==> src/fsprb_cfg.svh <==
// Constants for the fault status and pin readback block
`ifndef FSPRB_CFG_SVH
`define FSPRB_CFG_SVH

// ----------------------------------------------------------------------
// Register addresses
// ----------------------------------------------------------------------
`define FSPRB_ADDR_FAULT      7'h01
`define FSPRB_ADDR_PINS       7'h04

// ----------------------------------------------------------------------
// Fault flag positions
// ----------------------------------------------------------------------
`define FSPRB_BIT_RESET       0
`define FSPRB_BIT_OTPW        1
`define FSPRB_BIT_OT          2
`define FSPRB_BIT_PUMP_UV     3
`define FSPRB_BIT_SC_BASE     4
`define FSPRB_BIT_GND_BASE    5
`define FSPRB_BIT_SUP_BASE    6
`define FSPRB_PHASE_STRIDE    4

// ----------------------------------------------------------------------
// Fault flag masks and reset value
// ----------------------------------------------------------------------
`define FSPRB_FLAGS_RESET     15'h0001
`define FSPRB_MASK_IMPL       15'h777F
`define FSPRB_MASK_STATUS     15'h777C
`define FSPRB_MASK_TOGGLE_CLR 15'h777C
`define FSPRB_MASK_SHORTS     15'h6660

// ----------------------------------------------------------------------
// Pin readback layout
// ----------------------------------------------------------------------
`define FSPRB_PIN_GATE_LSB    0
`define FSPRB_PIN_DRV_EN      6
`define FSPRB_PIN_TEMP_LSB    8

`endif

==> src/fsprb_pkg.sv <==
// Types shared by the fault status and pin readback block
package fsprb_pkg;
    typedef logic [14:0] fsprb_flags_t;   // Fault flag word
    typedef logic [6:0]  fsprb_addr_t;    // Register address
    typedef logic [31:0] fsprb_word_t;    // Register data word
    typedef logic [2:0]  fsprb_phase_t;   // One bit per phase U, V, W
endpackage

==> src/fsprb_status.sv <==
// Fault flag register, driver gating and pin readback for the gate driver
`timescale 1ns/1ps
`default_nettype none
`include "fsprb_cfg.svh"
module fsprb_status
    import fsprb_pkg::*;
(
    input  wire logic         clock,                    // 250 MHz system clock
    input  wire logic         sys_rst,                  // Synchronous, active high
    // Register access from the serial port decoder (same clock)
    input  wire fsprb_addr_t  reg_addr,                 // Register address
    input  wire logic         reg_wr,                   // Write strobe, one cycle
    input  wire fsprb_word_t  reg_wdata,                // Write data
    input  wire logic         reg_rd,                   // Read strobe, one cycle
    output var  fsprb_word_t  reg_rdata,                // Read data, one cycle later
    // Gate control and enable pins (asynchronous)
    input  wire logic         phase_u_low_gate_input,
    input  wire logic         phase_u_high_gate_input,
    input  wire logic         phase_v_low_gate_input,
    input  wire logic         phase_v_high_gate_input,
    input  wire logic         phase_w_low_gate_input,
    input  wire logic         phase_w_high_gate_input,
    input  wire logic         drv_en_pin,               // Driver enable pin
    // Temperature comparators (asynchronous levels)
    input  wire logic         temp_prewarn,             // Prewarning comparator
    input  wire logic         temp_threshold_low,
    input  wire logic         temp_threshold_mid,
    input  wire logic         temp_shutdown,            // Overtemperature level
    // Analog fault detectors (asynchronous levels)
    input  wire logic         pump_undervoltage,
    input  wire fsprb_phase_t short_count_hit,          // Short counter triggered
    input  wire fsprb_phase_t ground_short_detect,
    input  wire fsprb_phase_t supply_short_detect,
    // Outputs
    output var  logic         status_out,               // Status pin
    output var  logic         gate_driver_enable        // Driver may switch
);
    // ------------------------------------------------------------------
    // Input synchronisation
    // ------------------------------------------------------------------
    localparam int SYNC_W = 21;
    logic [SYNC_W-1:0] raw_in;    // Asynchronous bundle
    logic [SYNC_W-1:0] sync_in;   // Synchronised bundle
    logic [5:0]        gate_s;    // Gate inputs, UL first
    logic              drv_en_s;  // Enable pin
    logic [2:0]        temp_s;    // Prewarn, low, mid comparators
    logic              ot_s;      // Overtemperature
    logic              uv_s;      // Pump undervoltage
    fsprb_phase_t      sc_s;      // Short counter hits
    fsprb_phase_t      gnd_s;     // Ground shorts
    fsprb_phase_t      sup_s;     // Supply shorts

    assign raw_in = {supply_short_detect, ground_short_detect, short_count_hit,
                     pump_undervoltage, temp_shutdown,
                     temp_threshold_mid, temp_threshold_low, temp_prewarn,
                     drv_en_pin,
                     phase_w_high_gate_input, phase_w_low_gate_input,
                     phase_v_high_gate_input, phase_v_low_gate_input,
                     phase_u_high_gate_input, phase_u_low_gate_input};

    fsprb_sync #(
        .WIDTH (SYNC_W)
    ) u_sync (
        .clock    (clock),
        .sys_rst  (sys_rst),
        .async_in (raw_in),
        .sync_out (sync_in)
    );

    assign gate_s   = sync_in[5:0];
    assign drv_en_s = sync_in[6];
    assign temp_s   = sync_in[9:7];
    assign ot_s     = sync_in[10];
    assign uv_s     = sync_in[11];
    assign sc_s     = sync_in[14:12];
    assign gnd_s    = sync_in[17:15];
    assign sup_s    = sync_in[20:18];

    // ------------------------------------------------------------------
    // Enable pin edge detection
    // ------------------------------------------------------------------
    logic drv_en_q;       // Enable pin one cycle ago
    logic next_drv_en_q;
    logic drv_toggle;     // Either edge of the enable pin

    // Both edges count, so a full off/on cycle clears twice harmlessly
    always_comb begin
        next_drv_en_q = drv_en_s;
        drv_toggle    = drv_en_s ^ drv_en_q;
    end

    always_ff @(posedge clock) begin
        if (sys_rst) begin
            drv_en_q <= 1'b0;
        end else begin
            drv_en_q <= next_drv_en_q;
        end
    end

    // ------------------------------------------------------------------
    // Fault flags
    // ------------------------------------------------------------------
    fsprb_flags_t flags;        // Latched fault flags
    fsprb_flags_t next_flags;
    fsprb_flags_t set_vec;      // Events raising flags this cycle
    fsprb_flags_t clr_vec;      // Clears requested this cycle
    logic         fault_wr;     // Write to the flag register

    assign fault_wr = reg_wr && (reg_addr == `FSPRB_ADDR_FAULT);

    // Set terms gathered per phase in one loop
    always_comb begin
        set_vec                      = '0;
        set_vec[`FSPRB_BIT_OTPW]     = temp_s[0];
        set_vec[`FSPRB_BIT_OT]       = ot_s;
        set_vec[`FSPRB_BIT_PUMP_UV]  = uv_s;
        for (int p = 0; p < 3; p++) begin
            set_vec[`FSPRB_BIT_SC_BASE  + p*`FSPRB_PHASE_STRIDE] = sc_s[p];
            set_vec[`FSPRB_BIT_GND_BASE + p*`FSPRB_PHASE_STRIDE] = gnd_s[p];
            set_vec[`FSPRB_BIT_SUP_BASE + p*`FSPRB_PHASE_STRIDE] = sup_s[p];
        end
    end

    // Write-one clears plus enable toggle; reset flag needs enable high
    always_comb begin
        clr_vec = '0;
        if (fault_wr) begin
            clr_vec = reg_wdata[14:0] & `FSPRB_MASK_IMPL;
            if (!drv_en_s) begin
                clr_vec[`FSPRB_BIT_RESET] = 1'b0;
            end
        end
        if (drv_toggle) begin
            clr_vec = clr_vec | `FSPRB_MASK_TOGGLE_CLR;
        end
    end

    // A set in the same cycle as its clear wins, so no event is lost;
    // level-driven flags therefore stay up while their condition lasts
    always_comb begin
        next_flags = ((flags & ~clr_vec) | set_vec) & `FSPRB_MASK_IMPL;
    end

    always_ff @(posedge clock) begin
        if (sys_rst) begin
            flags <= `FSPRB_FLAGS_RESET;
        end else begin
            flags <= next_flags;
        end
    end

    // ------------------------------------------------------------------
    // Driver gating and status pin
    // ------------------------------------------------------------------
    logic next_status;
    logic next_enable;

    // Built from next_flags so the pins line up with the flag register
    always_comb begin
        next_status = |(next_flags & `FSPRB_MASK_STATUS);
        next_enable = drv_en_s && !uv_s
                      && !(|(next_flags & `FSPRB_MASK_SHORTS))
                      && !next_flags[`FSPRB_BIT_OT];
    end

    always_ff @(posedge clock) begin
        if (sys_rst) begin
            status_out         <= 1'b0;
            gate_driver_enable <= 1'b0;
        end else begin
            status_out         <= next_status;
            gate_driver_enable <= next_enable;
        end
    end

    // ------------------------------------------------------------------
    // Register read
    // ------------------------------------------------------------------
    fsprb_word_t next_rdata;

    // Unmapped addresses and idle cycles return zero
    always_comb begin
        next_rdata = '0;
        if (reg_rd) begin
            case (reg_addr)
                `FSPRB_ADDR_FAULT: begin
                    next_rdata[14:0] = flags;
                end
                `FSPRB_ADDR_PINS: begin
                    next_rdata[`FSPRB_PIN_GATE_LSB +: 6] = gate_s;
                    next_rdata[`FSPRB_PIN_DRV_EN]       = drv_en_s;
                    next_rdata[`FSPRB_PIN_TEMP_LSB +: 3] = temp_s;
                end
                default: begin
                    next_rdata = '0;
                end
            endcase
        end
    end

    always_ff @(posedge clock) begin
        if (sys_rst) begin
            reg_rdata <= '0;
        end else begin
            reg_rdata <= next_rdata;
        end
    end

    for (genvar p = 0; p < 3; p++) begin : g_phase_chk

    end
endmodule
`default_nettype wire

==> src/fsprb_sync.sv <==
// Two-stage synchroniser for asynchronous pin and detector levels
`timescale 1ns/1ps
`default_nettype none
module fsprb_sync #(
    parameter int WIDTH = 1
) (
    input  wire logic             clock,
    input  wire logic             sys_rst,
    input  wire logic [WIDTH-1:0] async_in,
    output var  logic [WIDTH-1:0] sync_out
);
    // ------------------------------------------------------------------
    // Per-bit flop pair
    // ------------------------------------------------------------------
    // The first stage feeds only the second; nothing else may look at it
    for (genvar i = 0; i < WIDTH; i++) begin : g_bit
        logic meta;       // First stage, may go metastable
        logic next_meta;  // Next first stage
        logic next_out;   // Next second stage
        always_comb begin
            next_meta = async_in[i];
            next_out  = meta;
        end
        always_ff @(posedge clock) begin
            if (sys_rst) begin
                meta        <= 1'b0;
                sync_out[i] <= 1'b0;
            end else begin
                meta        <= next_meta;
                sync_out[i] <= next_out;
            end
        end
    end
endmodule
`default_nettype wire

==> config.mk <==
export PLATFORM = sky130hd
export DESIGN_NAME = fsprb_status
export DESIGN_NICKNAME = d
export VERILOG_FILES = /design/src/fsprb_pkg.sv /design/src/fsprb_status.sv /design/src/fsprb_sync.sv
export VERILOG_INCLUDE_DIRS = /design/src
export SDC_FILE = /design/constraint.sdc
export NUM_CORES = 1
export LEC_CHECK = 0
export ABC_CLOCK_PERIOD_IN_PS = 2450
export BUFFER_PORTS_ARGS = -buffer_cell sky130_fd_sc_hd__buf_4
export CELL_PAD_IN_SITES_DETAIL_PLACEMENT = 0
export CELL_PAD_IN_SITES_GLOBAL_PLACEMENT = 1
export CORE_ASPECT_RATIO = 1.25
export CORE_MARGIN = 4
export CORE_UTILIZATION = 35
export DETAILED_ROUTE_END_ITERATION = 10
export PLACE_DENSITY_LB_ADDON = 0.1
export SYNTH_ARGS = -nofsm -noshare
export SYNTH_HDL_FRONTEND = slang
export SYNTH_SLANG_ARGS = --single-unit
==> constraint.sdc <==
create_clock -name clock -period 2.45 [get_ports clock]
set_clock_uncertainty 0.2 [all_clocks]
set_input_delay 0.735 -clock clock [delete_from_list [all_inputs] [get_ports clock]]
set_output_delay 0.735 -clock clock [all_outputs]
set_load 0.02 [all_outputs]
==> impl_metrics.env <==
export IMPL_status="finished, final reports clean"
export IMPL_final_layout_size_suffix_gt1_share_pct=30.0
export IMPL_synth_simple_area_share_pct=23.0
export IMPL_overflow=0
export IMPL_hold_depth=1
export IMPL_rr_endpoint="status_out"
export IMPL_row_count=33
export IMPL_synth_compound_area_share_pct=8.50
export IMPL_clock_path_buffers=2
export IMPL_p_leak_nw=1.33
export IMPL_reg2reg_slack_ns=0.41
export IMPL_rr_worst_depth=5
export IMPL_start_util_pct=36.1
export IMPL_setup_violations=0
export IMPL_r2r_start="u_sync.sync_out[6]"
export IMPL_synthCells=219
export IMPL_endpoint="status_out"
export IMPL_slew_headroom_pct=61.7
export IMPL_wl_mm=4.55
export IMPL_htree_levels=3
export IMPL_fmax_ghz=0.458
export IMPL_synth_most_common_cell="dfxtp_1"
export IMPL_grt_setup_unrepaired="no"
export IMPL_n_antenna_cell=0
export IMPL_first_pass_iters=4
export IMPL_ys_ff_latch=71
export IMPL_async_reset_ff_share_pct=0
export IMPL_netlist_top_cells_count="dfxtp_1, nor2b_1, buf_4, nor2_1, a22o_1"
export IMPL_syn2layout_area_growth_pct=29.7
export IMPL_gp_congestion=0.712
export IMPL_dr_total_vias=1602
export IMPL_antenna_found_initial=0
export IMPL_synth_adder_area_share_pct=0
export IMPL_clock_sinks=71
export IMPL_core_um2=6610
export IMPL_die_height_um=100
export IMPL_hp_class="reg -> reg"
export IMPL_dr_max_layer_used="met4"
export IMPL_cts_tree="built"
export IMPL_synth_top_family_by_area="simple AND/OR/NAND/NOR gates"
export IMPL_crit_required_ns=2.44
export IMPL_ys_top_cells_by_area="dfxtp_1, nor2b_1, buf_4"
export IMPL_wl_met1_mm=1.94
export IMPL_drv_cap=0
export IMPL_cts_clk_slew_worst_paths_ns=0.07
export IMPL_startpoint="reg_addr[5]"
export IMPL_synth_area_per_cell_um2=10.9
export IMPL_cts_resized_gates=0
export IMPL_yosysTopAreaCell="dfxtp_1"
export IMPL_dr_wl_met3_um=341
export IMPL_finalCritPeriodShare_pct=89.0
export IMPL_grt_start_max_net_pins=58
export IMPL_grt_usage_pct=11.7
export IMPL_cts_buffers_inserted=9
export IMPL_stdcell_count=380
export IMPL_seqCellArea_um2=1420
export IMPL_tightest_slew_ns=0.574
export IMPL_hold_viol=0
export IMPL_irDropWorstVdd_mv=0.285
export IMPL_ant_nets=0
export IMPL_muxShareOfSynthArea_pct=0
export IMPL_drt_first_iter_violations=98
export IMPL_port_buffers=59
export IMPL_multi_input_area_um2=848
export IMPL_p_per_area_nw_per_um2=740
export IMPL_dp_cells=365
export IMPL_netlist_area_um2=2380
export IMPL_synthXorXnorAreaFrac_pct=1.05
export IMPL_wl_per_cell_um=12.0
export IMPL_drcViolationCount=0
export IMPL_cts_hold_buf=0
export IMPL_post_cts_setup_buffers=0
export IMPL_cp_max_fo=3
export IMPL_period_needed_ns=2.18
export IMPL_via_per_inst=4.22
export IMPL_final_core_util_pct=46.8
export IMPL_slew_viol_final=0
export IMPL_finalNetCount=353
export IMPL_grt_pass1_wl_mm=7.02
export IMPL_dr_wl_met2_mm=2.14
export IMPL_cp_start_kind="input pin"
export IMPL_ys_seq_area_share_pct=59.6
export IMPL_die_w_um=81.8
export IMPL_nFillCells=665
export IMPL_synth_top_flop_cell="dfxtp_1"
export IMPL_yosys_area_top_type_share_pct=59.6
export IMPL_clock_latency_ns=0.33
export IMPL_yosys_warnings=0
export IMPL_synth_edf_count=0
export IMPL_pin_count=98
export IMPL_critPathKind="in -> reg"
export IMPL_cp_arrival_ns=2.17
export IMPL_die_area_um2=8210
export IMPL_first_global_vias=1480
export IMPL_cp_end_kind="flop"
export IMPL_root_buffer="clkbuf_8"
export IMPL_hpwl_mm=3.21
export IMPL_yosysUniqueCellTypes=30
==> layer usage <==
metal / vias to the layer above / track usage (%)
li1: 833 / -
met1: 701 / 14.0
met2: 57 / 18.2
met3: 11 / 2.96
met4: 0 / 8.06
met5: - / 0
==> registers in the layout (all words and copies together) (netlist names) <==
signal / count
u_sync.sync_out: 21
flags: 13
status_out: 1
u_sync.g_bit.meta: 21
drv_en_q: 1
reg_rdata: 13
gate_driver_enable: 1
==> kinds of logic after synthesis <==
family                    Yosys count
xor gates and xnor gates            2
AOI/OAI and AO/OA                  27
and+or+nand+nor                    89
other                               1
DFF                                71
buffers and inverters              29
==> worst max-delay path, cell delays in order <==
cell	delay [ns]
buf_4	0.12
nor4b_4	0.33
a311oi_1	0.16
a2111oi_1	0.43
and4bb_1	0.29
a41oi_1	0.11
==> worst min-delay path by stage <==
stage,startpoint,to,slack (ns)
after CTS,u_sync.g_bit[9].meta,u_sync.sync_out[9],0.24
after global placement,u_sync.g_bit[6].meta,u_sync.sync_out[6],0.22
after global routing,u_sync.g_bit[17].meta,u_sync.sync_out[17],0.25
final,u_sync.g_bit[19].meta,u_sync.sync_out[19],0.23
after floorplan,u_sync.g_bit[0].meta,u_sync.sync_out[0],0.21
after detailed placement,u_sync.g_bit[9].meta,u_sync.sync_out[9],0.22
==> final cells by class <==
class / count / share of cell area (%)
repair buffers: 68 / 16.5
well taps: 87 / 3.52
clock buffers: 10 / 4.45
inverters: 2 / 0.243
flip-flops and latches: 71 / 46.0
multi-input cells: 137 / 27.4
clock inverters: 5 / 1.90
==> through the flow <==
step                      area (µm²)  setup TNS [ns]  hold slack [ns]  worst slack (ns)  power [mW]
after detailed placement        2900          -0.131            0.220           -0.0914        1.42
final                           3090               0            0.235             0.269        2.29
after global routing            3090               0            0.254             0.129        2.40
after CTS                       3090               0            0.236             0.259        2.32
after floorplan                 2450               0            0.214             0.217        1.36
after global placement          2900          -0.266            0.218            -0.159        1.42
==> where the power goes <==
group | internal (mW) | switching [mW]
clock | 0.492 | 0.408
combinational | 0.0889 | 0.0851
sequential | 1.20 | 0.0174
==> placed cells by master (no fill, tap or decap), types with 2 or more instances in the layout <==
cell	instances
nand3_1	6
inv_1	2
a21oi_1	2
nor4_1	3
a31oi_1	9
conb_1	19
dfxtp_1	71
clkinvlp_4	2
and2_1	5
nor2b_1	46
nor4b_4	2
nand2_1	7
buf_4	68
nor2_1	14
a22o_1	10
clkbuf_8	10
Note: power is estimated with default switching activity, not from simulation.
